--- src/verilog/aec_pkg.sv ---
package aec_pkg;
  // ---------------------------------------------------------------
  // register offsets
  // ---------------------------------------------------------------
  localparam logic [4:0] OFS_CTRL_A   = 5'h00;
  localparam logic [4:0] OFS_EV_CTRL  = 5'h03;
  localparam logic [4:0] OFS_IE_CLR   = 5'h04;
  localparam logic [4:0] OFS_IE_SET   = 5'h05;
  localparam logic [4:0] OFS_IFLAG    = 5'h06;
  localparam logic [4:0] OFS_INCTRL   = 5'h08;
  localparam logic [4:0] OFS_CTRL_C   = 5'h09;
  localparam logic [4:0] OFS_AVG      = 5'h0a;
  localparam logic [4:0] OFS_SAMP     = 5'h0b;
  localparam logic [4:0] OFS_WIN_LO   = 5'h0c;
  localparam logic [4:0] OFS_WIN_HI   = 5'h0d;
  localparam logic [4:0] OFS_GAIN     = 5'h0e;
  localparam logic [4:0] OFS_OFFSET   = 5'h0f;
  localparam logic [4:0] OFS_SW_TRIG  = 5'h10;
  localparam logic [4:0] OFS_SYNCBUSY = 5'h11;
  localparam logic [4:0] OFS_RESULT   = 5'h12;
  // ---------------------------------------------------------------
  // field positions
  // ---------------------------------------------------------------
  localparam int B_SOFT_RESET  = 0;
  localparam int B_ENABLE      = 1;
  localparam int B_FOLLOWER_EN = 5;
  localparam int B_RUN_STDBY   = 6;
  localparam int B_ON_REQUEST  = 7;
  localparam int B_FLUSH_EI    = 0;
  localparam int B_START_EI    = 1;
  localparam int B_FLUSH_INV   = 2;
  localparam int B_RESULT_RDY  = 0;
  localparam int B_OVERRUN     = 1;
  localparam int B_WINDOW_MON  = 2;
  localparam int B_WIN_EN      = 0;
  localparam int B_SW_START    = 0;
  localparam int B_SW_FLUSH    = 1;
  // ---------------------------------------------------------------
  // reset values and counts
  // ---------------------------------------------------------------
  localparam logic [7:0]  RST_IE      = 8'h00;
  localparam logic [15:0] RST_WORD    = 16'h0000;
  localparam int          SYNC_CYC    = 3;
  localparam real         CLK_NS      = 25.0;
  localparam real         STARTUP_NS  = 1000.0;
  localparam int          STARTUP_CYC = int'($ceil(STARTUP_NS / CLK_NS));
endpackage : aec_pkg

--- src/verilog/aec_ctrl.sv ---
`timescale 1ns/1ps
`default_nettype none
// What this block does
// follower enabled via master control register
// master events forwarded to follower
// any incoming event triggers enabled action
// simultaneous flush beats start
// enable, standby and on-request select run
// on-request powers analog off after conversion
// soft reset and enable writes synchronized
// listed config register writes synchronized
// flush invert bit inverts flush input
// start enable lets events start conversion
// flush enable aborts and restarts conversion
// follower mode ignores own event bits
// write one clears interrupt enable bit
// clear and set share enable state
// flag with enable raises interrupt
// result ready enable behaves the same
module aec_ctrl #(
  parameter int N_EV = 2,
  parameter int RW   = 12
) (
  input  wire logic          MCLK_I,       // 40 MHz clock
  input  wire logic          RESETN_I,     // async reset, low
  input  wire logic [4:0]    ADDR_I,       // register index
  input  wire logic [15:0]   WDATA_I,      // write data
  input  wire logic          WR_I,         // write strobe
  input  wire logic          RD_I,         // read strobe
  output logic      [15:0]   RDATA_O,      // read data, next cycle
  input  wire logic [N_EV-1:0] START_EV_I, // start event pulses
  input  wire logic [N_EV-1:0] FLUSH_EV_I, // flush event levels
  input  wire logic          STANDBY_I,    // system in standby
  input  wire logic          PEER_ENABLE_I,// enable from master
  input  wire logic          PEER_START_I, // start from master
  input  wire logic          PEER_FLUSH_I, // flush from master
  output logic               PEER_ENABLE_O,// enable to follower
  output logic               PEER_START_O, // start to follower
  output logic               PEER_FLUSH_O, // flush to follower
  output logic               ANA_PWR_O,    // analog power on
  output logic               ANA_SOC_O,    // conversion start pulse
  input  wire logic          ANA_EOC_I,    // conversion done pulse
  input  wire logic [RW-1:0] ANA_RES_I,    // conversion result
  output logic               CLK_REQ_O,    // clock / wake request
  output logic               IRQ_O         // level interrupt
);

  // ---------------------------------------------------------------
  // registers
  // ---------------------------------------------------------------
  typedef enum logic [1:0] { ST_OFF, ST_WARM, ST_READY, ST_CONV } aec_state_e;

  logic          soft_rst_q, enable_q, foll_en_q, run_stdby_q, on_req_q;
  logic [2:0]    ev_ctrl_q;
  logic [2:0]    ie_q, flag_q;
  logic [15:0]   inctrl_q, ctrl_c_q;
  logic [7:0]    avg_q, samp_q;
  logic [RW-1:0] win_lo_q, win_hi_q, gain_q, offs_q, result_q;
  logic [1:0]    sw_trig_q;
  logic          pend_q;
  logic [4:0]    pend_addr_q;
  logic [15:0]   pend_data_q;
  logic [3:0]    sync_cnt_q;
  logic          commit;
  logic          flush_lvl, flush_lvl_q;
  logic          own_start, own_flush, start_ev, flush_ev, eff_en;
  logic          run_ok;
  aec_state_e    state_q;
  logic [15:0]   warm_cnt_q;
  logic          start_pend_q;
  logic          soc_q;
  logic          done_ok, win_hit;
  logic [2:0]    flag_set;
  logic          wr_sync;

  // ---------------------------------------------------------------
  // write synchronisation
  // ---------------------------------------------------------------
  // a write to a synced register (or to control_a, for its enable and
  // soft reset bits) is held for SYNC_CYC cycles before it lands;
  // further synced writes while busy are dropped, software polls busy
  assign wr_sync = WR_I && (ADDR_I == aec_pkg::OFS_CTRL_A ||
                   (ADDR_I >= aec_pkg::OFS_INCTRL && ADDR_I <= aec_pkg::OFS_SW_TRIG));
  assign commit  = pend_q && (sync_cnt_q == 4'(aec_pkg::SYNC_CYC - 1));

  always_ff @(posedge MCLK_I or negedge RESETN_I) begin
    if (!RESETN_I) begin
      pend_q      <= 1'b0;
      pend_addr_q <= 5'h00;
      pend_data_q <= 16'h0000;
      sync_cnt_q  <= 4'h0;
    end else if (!pend_q && wr_sync) begin
      pend_q      <= 1'b1;
      pend_addr_q <= ADDR_I;
      pend_data_q <= WDATA_I;
      sync_cnt_q  <= 4'h0;
    end else if (commit) begin
      pend_q      <= 1'b0;
    end else if (pend_q) begin
      sync_cnt_q  <= sync_cnt_q + 4'h1;
    end
  end

  // ---------------------------------------------------------------
  // control_a
  // ---------------------------------------------------------------
  // soft reset returns control, config, event control, flag and enable registers to reset; result_q keeps its value; it self-clears
  always_ff @(posedge MCLK_I or negedge RESETN_I) begin
    if (!RESETN_I) begin
      soft_rst_q  <= 1'b0;
      enable_q    <= 1'b0;
      foll_en_q   <= 1'b0;
      run_stdby_q <= 1'b0;
      on_req_q    <= 1'b0;
    end else if (soft_rst_q) begin
      soft_rst_q  <= 1'b0;
      enable_q    <= 1'b0;
      foll_en_q   <= 1'b0;
      run_stdby_q <= 1'b0;
      on_req_q    <= 1'b0;
    end else begin
      if (WR_I && ADDR_I == aec_pkg::OFS_CTRL_A) begin
        foll_en_q   <= WDATA_I[aec_pkg::B_FOLLOWER_EN];
        run_stdby_q <= WDATA_I[aec_pkg::B_RUN_STDBY];
        on_req_q    <= WDATA_I[aec_pkg::B_ON_REQUEST];
      end
      if (commit && pend_addr_q == aec_pkg::OFS_CTRL_A) begin
        soft_rst_q <= pend_data_q[aec_pkg::B_SOFT_RESET];
        enable_q   <= pend_data_q[aec_pkg::B_ENABLE];
      end
    end
  end

  // ---------------------------------------------------------------
  // synced configuration registers
  // ---------------------------------------------------------------
  always_ff @(posedge MCLK_I or negedge RESETN_I) begin
    if (!RESETN_I) begin
      inctrl_q <= aec_pkg::RST_WORD;
      ctrl_c_q <= aec_pkg::RST_WORD;
      avg_q    <= 8'h00;
      samp_q   <= 8'h00;
      win_lo_q <= '0;
      win_hi_q <= '0;
      gain_q   <= '0;
      offs_q   <= '0;
    end else if (soft_rst_q) begin
      inctrl_q <= aec_pkg::RST_WORD;
      ctrl_c_q <= aec_pkg::RST_WORD;
      avg_q    <= 8'h00;
      samp_q   <= 8'h00;
      win_lo_q <= '0;
      win_hi_q <= '0;
      gain_q   <= '0;
      offs_q   <= '0;
    end else if (commit) begin
      case (pend_addr_q)
        aec_pkg::OFS_INCTRL: inctrl_q <= pend_data_q;
        aec_pkg::OFS_CTRL_C: ctrl_c_q <= pend_data_q;
        aec_pkg::OFS_AVG:    avg_q    <= pend_data_q[7:0];
        aec_pkg::OFS_SAMP:   samp_q   <= pend_data_q[7:0];
        aec_pkg::OFS_WIN_LO: win_lo_q <= pend_data_q[RW-1:0];
        aec_pkg::OFS_WIN_HI: win_hi_q <= pend_data_q[RW-1:0];
        aec_pkg::OFS_GAIN:   gain_q   <= pend_data_q[RW-1:0];
        aec_pkg::OFS_OFFSET: offs_q   <= pend_data_q[RW-1:0];
        default: ;
      endcase
    end
  end

  // software trigger: one-cycle request after sync, then self-clears
  always_ff @(posedge MCLK_I or negedge RESETN_I) begin
    if (!RESETN_I) begin
      sw_trig_q <= 2'h0;
    end else if (commit && pend_addr_q == aec_pkg::OFS_SW_TRIG && !soft_rst_q) begin
      sw_trig_q <= pend_data_q[1:0];
    end else begin
      sw_trig_q <= 2'h0;
    end
  end

  // ---------------------------------------------------------------
  // event control (not synced)
  // ---------------------------------------------------------------
  always_ff @(posedge MCLK_I or negedge RESETN_I) begin
    if (!RESETN_I) begin
      ev_ctrl_q <= 3'h0;
    end else if (soft_rst_q) begin
      ev_ctrl_q <= 3'h0;
    end else if (WR_I && ADDR_I == aec_pkg::OFS_EV_CTRL) begin
      ev_ctrl_q <= WDATA_I[2:0];
    end
  end

  // ---------------------------------------------------------------
  // event handling
  // ---------------------------------------------------------------
  // flush is taken on the rising edge of the (possibly inverted) level,
  // so inversion turns a falling input edge into the trigger
  assign flush_lvl = |(FLUSH_EV_I ^ {N_EV{ev_ctrl_q[aec_pkg::B_FLUSH_INV]}});

  always_ff @(posedge MCLK_I or negedge RESETN_I) begin
    if (!RESETN_I) begin
      flush_lvl_q <= 1'b0;
    end else begin
      flush_lvl_q <= flush_lvl;
    end
  end

  assign own_flush = ev_ctrl_q[aec_pkg::B_FLUSH_EI] && flush_lvl && !flush_lvl_q;
  assign own_start = ev_ctrl_q[aec_pkg::B_START_EI] && (|START_EV_I);

  // follower mode: master supplies enable and events, own bits ignored
  assign eff_en   = foll_en_q ? PEER_ENABLE_I : enable_q;
  assign flush_ev = (foll_en_q ? PEER_FLUSH_I : own_flush) ||
                    sw_trig_q[aec_pkg::B_SW_FLUSH];
  assign start_ev = (foll_en_q ? PEER_START_I : own_start) ||
                    sw_trig_q[aec_pkg::B_SW_START];

  // master side: processed events and enable feed the follower
  assign PEER_ENABLE_O = enable_q;
  assign PEER_FLUSH_O  = own_flush;
  assign PEER_START_O  = own_start;

  // ---------------------------------------------------------------
  // sleep behaviour and sequencer
  // ---------------------------------------------------------------
  assign run_ok = eff_en && (run_stdby_q || !STANDBY_I);

  always_ff @(posedge MCLK_I or negedge RESETN_I) begin
    if (!RESETN_I) begin
      state_q      <= ST_OFF;
      warm_cnt_q   <= 16'h0000;
      start_pend_q <= 1'b0;
      soc_q        <= 1'b0;
    end else begin
      soc_q <= 1'b0;
      if (!run_ok || soft_rst_q) begin
        state_q      <= ST_OFF;
        start_pend_q <= 1'b0;
      end else begin
        case (state_q)
          ST_OFF: begin
            // on request: stay dark until a start or flush arrives
            if (!on_req_q || start_ev || flush_ev) begin
              state_q      <= ST_WARM;
              warm_cnt_q   <= 16'h0000;
              start_pend_q <= start_ev || flush_ev;
            end
          end
          ST_WARM: begin
            if (start_ev || flush_ev) begin
              start_pend_q <= 1'b1;
            end
            if (warm_cnt_q == 16'(aec_pkg::STARTUP_CYC - 1)) begin
              if (start_pend_q || start_ev || flush_ev) begin
                state_q <= ST_CONV;
                soc_q   <= 1'b1;
              end else begin
                state_q <= ST_READY;
              end
              start_pend_q <= 1'b0;
            end else begin
              warm_cnt_q <= warm_cnt_q + 16'h0001;
            end
          end
          ST_READY: begin
            if (on_req_q) begin
              state_q <= ST_OFF;
            end else if (start_ev || flush_ev) begin
              state_q <= ST_CONV;
              soc_q   <= 1'b1;
            end
          end
          ST_CONV: begin
            // flush wins over start and over the finishing result
            if (flush_ev) begin
              soc_q <= 1'b1;
            end else if (ANA_EOC_I) begin
              state_q <= on_req_q ? ST_OFF : ST_READY;
            end
          end
          default: state_q <= ST_OFF;
        endcase
      end
    end
  end

  assign ANA_PWR_O = (state_q != ST_OFF);
  assign ANA_SOC_O = soc_q;
  assign CLK_REQ_O = (state_q != ST_OFF) || (run_ok && !on_req_q);

  // ---------------------------------------------------------------
  // result and flags
  // ---------------------------------------------------------------
  // a flushed conversion's done pulse is dropped
  assign done_ok = (state_q == ST_CONV) && ANA_EOC_I && !flush_ev;
  assign win_hit = ctrl_c_q[aec_pkg::B_WIN_EN] &&
                   (ANA_RES_I < win_lo_q || ANA_RES_I > win_hi_q);
  assign flag_set = {done_ok && win_hit,
                     done_ok && flag_q[aec_pkg::B_RESULT_RDY],
                     done_ok};

  always_ff @(posedge MCLK_I or negedge RESETN_I) begin
    if (!RESETN_I) begin
      result_q <= '0;
    end else if (done_ok) begin
      result_q <= ANA_RES_I;
    end
  end

  // set beats a same-cycle write-one clear
  always_ff @(posedge MCLK_I or negedge RESETN_I) begin
    if (!RESETN_I) begin
      flag_q <= 3'h0;
    end else if (soft_rst_q) begin
      flag_q <= 3'h0;
    end else if (WR_I && ADDR_I == aec_pkg::OFS_IFLAG) begin
      flag_q <= (flag_q & ~WDATA_I[2:0]) | flag_set;
    end else begin
      flag_q <= flag_q | flag_set;
    end
  end

  // ---------------------------------------------------------------
  // interrupt enables: one state, two views
  // ---------------------------------------------------------------
  always_ff @(posedge MCLK_I or negedge RESETN_I) begin
    if (!RESETN_I) begin
      ie_q <= aec_pkg::RST_IE[2:0];
    end else if (soft_rst_q) begin
      ie_q <= aec_pkg::RST_IE[2:0];
    end else if (WR_I && ADDR_I == aec_pkg::OFS_IE_CLR) begin
      ie_q <= ie_q & ~WDATA_I[2:0];
    end else if (WR_I && ADDR_I == aec_pkg::OFS_IE_SET) begin
      ie_q <= ie_q | WDATA_I[2:0];
    end
  end

  assign IRQ_O = |(flag_q & ie_q);

  // ---------------------------------------------------------------
  // read port
  // ---------------------------------------------------------------
  always_ff @(posedge MCLK_I or negedge RESETN_I) begin
    if (!RESETN_I) begin
      RDATA_O <= 16'h0000;
    end else if (RD_I) begin
      case (ADDR_I)
        aec_pkg::OFS_CTRL_A:   RDATA_O <= {8'h00, on_req_q, run_stdby_q, foll_en_q,
                                           3'h0, enable_q, soft_rst_q};
        aec_pkg::OFS_EV_CTRL:  RDATA_O <= {13'h0000, ev_ctrl_q};
        aec_pkg::OFS_IE_CLR,
        aec_pkg::OFS_IE_SET:   RDATA_O <= {13'h0000, ie_q};
        aec_pkg::OFS_IFLAG:    RDATA_O <= {13'h0000, flag_q};
        aec_pkg::OFS_INCTRL:   RDATA_O <= inctrl_q;
        aec_pkg::OFS_CTRL_C:   RDATA_O <= ctrl_c_q;
        aec_pkg::OFS_AVG:      RDATA_O <= {8'h00, avg_q};
        aec_pkg::OFS_SAMP:     RDATA_O <= {8'h00, samp_q};
        aec_pkg::OFS_WIN_LO:   RDATA_O <= 16'(win_lo_q);
        aec_pkg::OFS_WIN_HI:   RDATA_O <= 16'(win_hi_q);
        aec_pkg::OFS_GAIN:     RDATA_O <= 16'(gain_q);
        aec_pkg::OFS_OFFSET:   RDATA_O <= 16'(offs_q);
        aec_pkg::OFS_SYNCBUSY: RDATA_O <= {15'h0000, pend_q};
        aec_pkg::OFS_RESULT:   RDATA_O <= 16'(result_q);
        default:               RDATA_O <= 16'h0000;
      endcase
    end else begin
      RDATA_O <= 16'h0000;
    end
  end

endmodule : aec_ctrl
`default_nettype wire

--- config.mk ---
export PLATFORM = sky130hd
export DESIGN_NAME = aec_ctrl
export DESIGN_NICKNAME = d
export VERILOG_FILES = /design/src/verilog/aec_pkg.sv /design/src/verilog/aec_ctrl.sv
export SDC_FILE = /design/constraint.sdc
export NUM_CORES = 1
export LEC_CHECK = 0
export BUFFER_PORTS_ARGS = -buffer_cell sky130_fd_sc_hd__buf_2
export CELL_PAD_IN_SITES_DETAIL_PLACEMENT = 2
export CELL_PAD_IN_SITES_GLOBAL_PLACEMENT = 2
export CORE_MARGIN = 4
export CORE_UTILIZATION = 24
export CTS_BUF_LIST = sky130_fd_sc_hd__clkbuf_4 sky130_fd_sc_hd__clkbuf_8
export DETAILED_ROUTE_END_ITERATION = 8
export PLACE_DENSITY_LB_ADDON = 0.15
export SYNTH_ARGS = -nofsm -noshare
export SYNTH_HDL_FRONTEND = slang
export SYNTH_SLANG_ARGS = --single-unit
export TNS_END_PERCENT = 100
--- constraint.sdc ---
create_clock -name MCLK_I -period 1.91 [get_ports MCLK_I]
set_input_delay 0.2865 -clock MCLK_I [delete_from_list [all_inputs] [get_ports MCLK_I]]
set_output_delay 0.2865 -clock MCLK_I [all_outputs]
set_load 0.03 [all_outputs]
* After elaboration in Yosys (flattened, before gate mapping) *
Cells that the tools add are included.
Widths: inputs -> output; s select.

word-level totals
  flip-flop bits (word level) = 187
  output and inout port bits = 23
  logic and storage cells = 235
  bits of input ports = 46

cells by class
  magnitude comparators = 4
  reductions and logical operators = 78
  mux-type cells = 77
  bitwise logic cells = 9
  equal/unequal tests = 37
  add/subtract/negate cells = 2

operator list
  cell                   number
  $pmux 16 s14           1
  $mux 12                12
  $mux 16                9
  $eq 5x4->1 const B     16
  $mux 8                 6
  $pmux 16 s2            1
  $reduce_bool 2->1      16
  $mux 1                 26
  $logic_and 1x1->1      22
  $mux 3                 7
  $mux 2                 9
  $reduce_and 2->1       9
  $add 16x1->16 const B  1
  $eq 16x6->1 const B    1
  $eq 5x3->1 const B     3
  $eq 5x5->1 const B     3
  $gt 12x12->1           1
  $logic_or 1x1->1       12
  $lt 12x12->1           1
  $mux 4                 3
  $ne 3x3->1 const B     4
  $logic_not 5->1        2
  $and 3x3->3            3
  $or 3x3->3             3
  24 further kinds       36

* Logic depth before layout (Yosys ltp) *
  depth in word-level cells = 12
  mapped depth = 9
  gate-level depth less buffers = 7

* Worst setup path after synthesis *
No wires, ideal clock.

  path type = reg-to-reg
  start point = register enable_q (netlist: PEER_ENABLE_O)
  end point = register warm_cnt_q[13]
  clock period less this slack = 2134 ps
  required time = 1784 ps
  cell stages (with the launch flop) = 7
  path buffers = 1
  arrival = 2008 ps
  setup slack = -224 ps
  setup time = 126 ps
  path through = dfrtp_1 mux2i_1 or3_4 a311o_1 nand2b_4 buf_6 a221o_1

between the ends
  cells in the longest elaborated chain, start to end = 6

RTL lines
  item                               line             source
  start: declaration                 aec_ctrl.sv:53   logic soft_rst_q, enable_q, foll_en_q, run_stdby_q, on_req_q;
  start signal: assignment           aec_ctrl.sv:129  enable_q <= pend_data_q[aec_pkg::B_ENABLE];
  $mux 1                             aec_ctrl.sv:214  assign eff_en = foll_en_q ? PEER_ENABLE_I : enable_q;
  $logic_and 1x1->1                  aec_ctrl.sv:228  assign run_ok = eff_en && (run_stdby_q || !STANDBY_I);
  $logic_not 1->1                    aec_ctrl.sv:238  if (!run_ok || soft_rst_q) begin
  $logic_or 1x1->1                   aec_ctrl.sv:238
  $not 1->1 (no source line)         n/a
  $reduce_and 4->1 (no source line)  n/a
  end signal: assignment             aec_ctrl.sv:264  warm_cnt_q <= warm_cnt_q + 16'h0001;
  end: declaration                   aec_ctrl.sv:69   logic [15:0] warm_cnt_q;

No other way between the ends.
A chain may end at the register's enable or synchronous reset.

* Final worst setup path *
  start point = register sync_cnt_q[0]
  end point = register ctrl_c_q[8]

between the ends
  cells in the longest elaborated chain, start to end = 4

RTL lines
  item                                line             source
  start: declaration                  aec_ctrl.sv:63   logic [3:0] sync_cnt_q;
  start signal: assignment            aec_ctrl.sv:100  sync_cnt_q <= sync_cnt_q + 4'h1;
  $eq 4x2->1                          aec_ctrl.sv:84   assign commit = pend_q && (sync_cnt_q == 4'(aec_pkg::SYNC_CYC - 1));
  $logic_and 1x1->1                   aec_ctrl.sv:84
  $reduce_bool 2->1 (no source line)  n/a
  $reduce_and 2->1 (no source line)   n/a
  end signal: assignment              aec_ctrl.sv:140  ctrl_c_q <= aec_pkg::RST_WORD;
  end signal: assignment              aec_ctrl.sv:149  ctrl_c_q <= aec_pkg::RST_WORD;
  end signal: assignment              aec_ctrl.sv:159  aec_pkg::OFS_CTRL_C: ctrl_c_q <= pend_data_q;
  end: declaration                    aec_ctrl.sv:56   logic [15:0] inctrl_q, ctrl_c_q;

No other way between the ends.

==> impl_metrics.py <==
metrics = {
    "synth": {
        "yosysTopAreaCell": "dfrtp_1",
        "synth_area_sq_um": 9270,
        "synth-main-ff-cell": "dfrtp_1",
        "synth_edf_count": 0,
        "ys_types": 60,
        "synth_cells": 919,
        "syn_avg_cell_area_sq_um": 10.1,
        "synth_nets": 991,
        "seq_area_frac_synth_pct": 50.5,
        "synth-async-reset-ratio_pct": 100,
        "ys_warn_count": 0,
        "synth.top_cell.area_share_pct": 50.5,
        "ys_ff_latch": 187,
        "synth_area_leaders": "dfrtp_1 (50%), mux2i_1 (7.7%), nor2_1 (4.1%), mux2_2 (4.0%), nand2_1 (3.6%)",
    },
    "power": {
        "ir_worst_vdd_v": 0.000499,
        "power_frac_seq_pct": 50.0,
        "p_leak_nw": 5.74,
        "switching_power_mw": 4.87,
        "p_comb_share_pct": 28.6,
        "p_sw_share_pct": 38.6,
        "powerDensity_nw_per_um2": 992,
        "power_mw": 12.6,
        "pwr-share-clk_pct": 21.4,
        "intPower_mw": 7.76,
    },
    "drt": {
        "remaining_drc_errors": 0,
        "drt_iter0_drc": 311,
        "m1WireLength_um": 17800,
        "drtAntennaViolNets": 0,
        "wl_met3_um": 847,
        "route.met2.wl_um": 17600,
        "num_vias": 8022,
        "vias_per_cell": 4.89,
        "drtPass1Iterations": 5,
        "maxUsedRoutingLayer": "met4",
        "routed_wl_um": 36400,
        "wl_per_cell_um": 22.2,
    },
    "clock_network": {
        "cts_sinks": 187,
        "cts_tree": "yes",
        "cts_max_level": 4,
        "root_buffer": "clkbuf_8",
        "clkLatencyLatePin_ns": 0.50,
        "clkTransAtPathRegs_ns": 0.11,
        "cts_buffers": 17,
        "clock_path_buffers": 2,
    },
    "grt": {
        "grt_pass1_vias": 8665,
        "grtUsageTotal_pct": 17.2,
        "grt_start_max_net_pins": 50,
        "overflow": 0,
        "grt_pass1_wl_um": 54900,
        "antenna_found_initial": 0,
    },
    "sta": {
        "drv_slew": 0,
        "setup_viol": 124,
        "skew_ns": 0.0195,
        "fmax_ghz": 0.482,
        "fin_ws_ns": -0.166,
        "fin_crit_ns": 2.08,
        "relSlewSlack_pct": 56.7,
        "min_period_over_period_pct": 109,
        "rsz0062_at_grt": "yes",
        "hold_violations": 0,
        "max_slew.worst_pin.slew_ns": 0.650,
    },
    "setup_path": {
        "setup.worst_path.end_class": "flip-flop",
        "startpoint_type": "flip-flop",
        "cpMaxStageDelayCell": "dfrtp_1",
        "cp_data_arrival_time_ns": 2.44,
        "setup.worst_path.start": "sync_cnt_q[0]$_DFFE_PN0P_",
        "cp_data_required_time_ns": 2.27,
        "timing.rr.start": "sync_cnt_q[0]$_DFFE_PN0P_",
        "path_buf_inv": 4,
        "path_cells": "inv_1 -> ha_2 -> and4bb_1 -> nand4bb_1 -> buf_6 -> nor3b_4 -> buf_6 -> buf_12 -> mux2i_1 -> nor2_1",
        "r2r-end": "ctrl_c_q[8]$_DFFE_PN0P_",
        "reg2reg_depth": 10,
        "cp_max_fo": 7,
        "cpPeakStageDelay_ns": 0.39,
        "critPathKind": "reg2reg",
        "cpMostUsedCell": "buf_6",
        "r2r_setup_slack_ns": -0.17,
        "path_delay_family": "simple AND/OR/NAND/NOR gates",
    },
    "final_layout": {
        "nets": 1188,
        "fillers": 4184,
        "stdcell_count": 1639,
        "num_antenna_cells": 0,
        "area_delta_synth_final_pct": 37.4,
        "drive_above_1_share_pct": 36.6,
    },
    "die": {
        "start_util_pct": 24.5,
        "die_h_um": 205,
        "core_area_sq_um": 37800,
        "num_rows": 71,
        "io_pins": 69,
        "die_area_sq_um": 41800,
        "die_x_um": 205,
    },
    "min_path": {
        "min_path_type": "in2reg",
        "holdPathStages": 2,
        "hold_path_end": "result_q[3]$_DFFE_PN0P_",
        "min_from": "ANA_RES_I[3]",
    },
    "placement": {
        "gp_congestion": 0.773,
        "dpl.hpwl_um": 25300,
        "pre_cts_ws_ns": -0.152,
        "port_buffers": 68,
        "placed_cells": 1571,
    },
    "outcome": {
        "violations": "setup timing",
        "status": "finished with violations",
    },
    "job": {
        "drv_cap": 0,
    },
}
## worst max path at each step
| stage | cells past startpoint | end | slack (ns) |
|---|---|---|---|
| finish | 10 | ctrl_c_q[8]$_DFFE_PN0P_ | -0.17 |
| global route | 10 | ctrl_c_q[14]$_DFFE_PN0P_ | -0.29 |
| CTS | 5 | warm_cnt_q[13]$_DFFE_PN0P_ | -0.13 |
| detailed placement | 11 | RDATA_O[7]$_DFF_PN0_ | -0.15 |
| global placement | 8 | RDATA_O[7]$_DFF_PN0_ | -0.12 |
| floorplan | 7 | warm_cnt_q[13]$_DFFE_PN0P_ | -0.12 |
## logic make-up after synthesis
group                      synth area share (%)
buffers and inverters                      4.05
adders and majority gates                  3.51
muxes                                      11.7
and+or+nand+nor                            16.5
AOI/OAI and AO/OA                          13.6
DFF                                        50.5
xor gates and xnor gates                 0.0945
## what timing repair did
item	CTS	global route
hold endpoints to repair	49	0
cloned	2	3
endpoints found under the setup margin	112	132
pin swaps	24	61
resized for setup	64	134
hold buffers	11	0
setup buffers	9	14
## cell type report
class | count | area (sq um) | area share, %
multi-input combinational | 639 | 4870 | 38.2
clock inverter | 13 | 128 | 1.00
timing repair buffer | 240 | 2040 | 16.0
tap | 511 | 639 | 5.02
inverter | 31 | 116 | 0.914
sequential | 187 | 4690 | 36.9
clock buffer | 18 | 248 | 1.95
## cells in the mapped netlist, drive strengths merged (3+ instances only)
| library cell | count |
|---|---|
| a221oi | 4 |
| nand3 | 41 |
| nor3 | 14 |
| clkbuf | 50 |
| a31oi | 12 |
| a21o | 4 |
| and2 | 6 |
| nand2b | 5 |
| nand4 | 10 |
| nor3b | 3 |
| nor4 | 6 |
| a22o | 6 |
| o21a | 3 |
| o21ai | 21 |
| and3 | 10 |
| ha | 26 |
| nand3b | 6 |
| mux2 | 33 |
| a22oi | 42 |
| nand2 | 89 |
| nor2 | 102 |
| and4 | 3 |
| or3 | 6 |
| nor4b | 5 |
| a211o | 3 |
| o22a | 4 |
| a222oi | 9 |
| nor2b | 7 |
| a21oi | 58 |
| inv | 31 |
| o211ai | 3 |
| buf | 12 |
| mux2i | 71 |
| dfrtp | 187 |
## power by group through the flow
stage	combinational (mW)	clock [mW]	sequential, mW
CTS	3.29	2.85	6.22
floorplan	2.04	0	5.55
finish	3.61	2.70	6.31
global route	4.02	2.99	6.49
detailed placement	3.05	0	6.25
global placement	2.94	0	6.23
## through the flow
step	setup TNS, ns	utilization (%)	hold WS, ns	cell area, sq um
global placement	-3.30	29.7	0.299	11200
CTS	-6.83	31.9	0.0155	12100
finish	-10.46	33.6	0.0670	12700
detailed placement	-5.45	29.7	0.288	11200
global route	-22.79	33.6	0.0253	12700
floorplan	-0.642	-	-0.00909	9320
## routing by layer
layer / up-vias / global-route usage (%)
li1: 3701 / -
met1: 4217 / 24.4
met2: 92 / 28.4
met3: 12 / 2.52
met4: 0 / 2.85
met5: - / 0
## worst register-to-register path, cell delays in order (launching register included)
cell	delay [ns]
dfrtp_1	0.39
inv_1	0.06
ha_2	0.18
and4bb_1	0.23
nand4bb_1	0.15
buf_6	0.17
nor3b_4	0.23
buf_6	0.15
buf_12	0.13
mux2i_1	0.20
nor2_1	0.05
## registers in the layout, summed over array words and instances (netlist names), 16 cells and up
name,cells
ctrl_c_q,16
RDATA_O,16
pend_data_q,16
warm_cnt_q,16
inctrl_q,16
## placed cells by master (no fill, tap or decap), types with 6 or more instances in the layout
master           n
buf_4          118
buf_2           63
a22o_1           6
nor2b_1          7
mux2i_2          8
nand4_1         10
nand3_2          8
dfrtp_2          8
buf_12          14
a31oi_1         11
o21ai_0         13
nand3_1         33
mux2_4          12
a21oi_2         22
and3_1           9
nand2_2          6
dlygate4sd3_1   11
clkbuf_8        19
a222oi_1         9
nand2_4         24
nand2_1         59
mux2i_1         63
nor2_1         100
a22oi_1         41
inv_1           31
buf_6           26
nor3_1          11
dfrtp_1        178
a21oi_1         36
nand3b_1         6
mux2_2          21
ha_1            24
No activity file was read; power rests on OpenSTA's default activity.
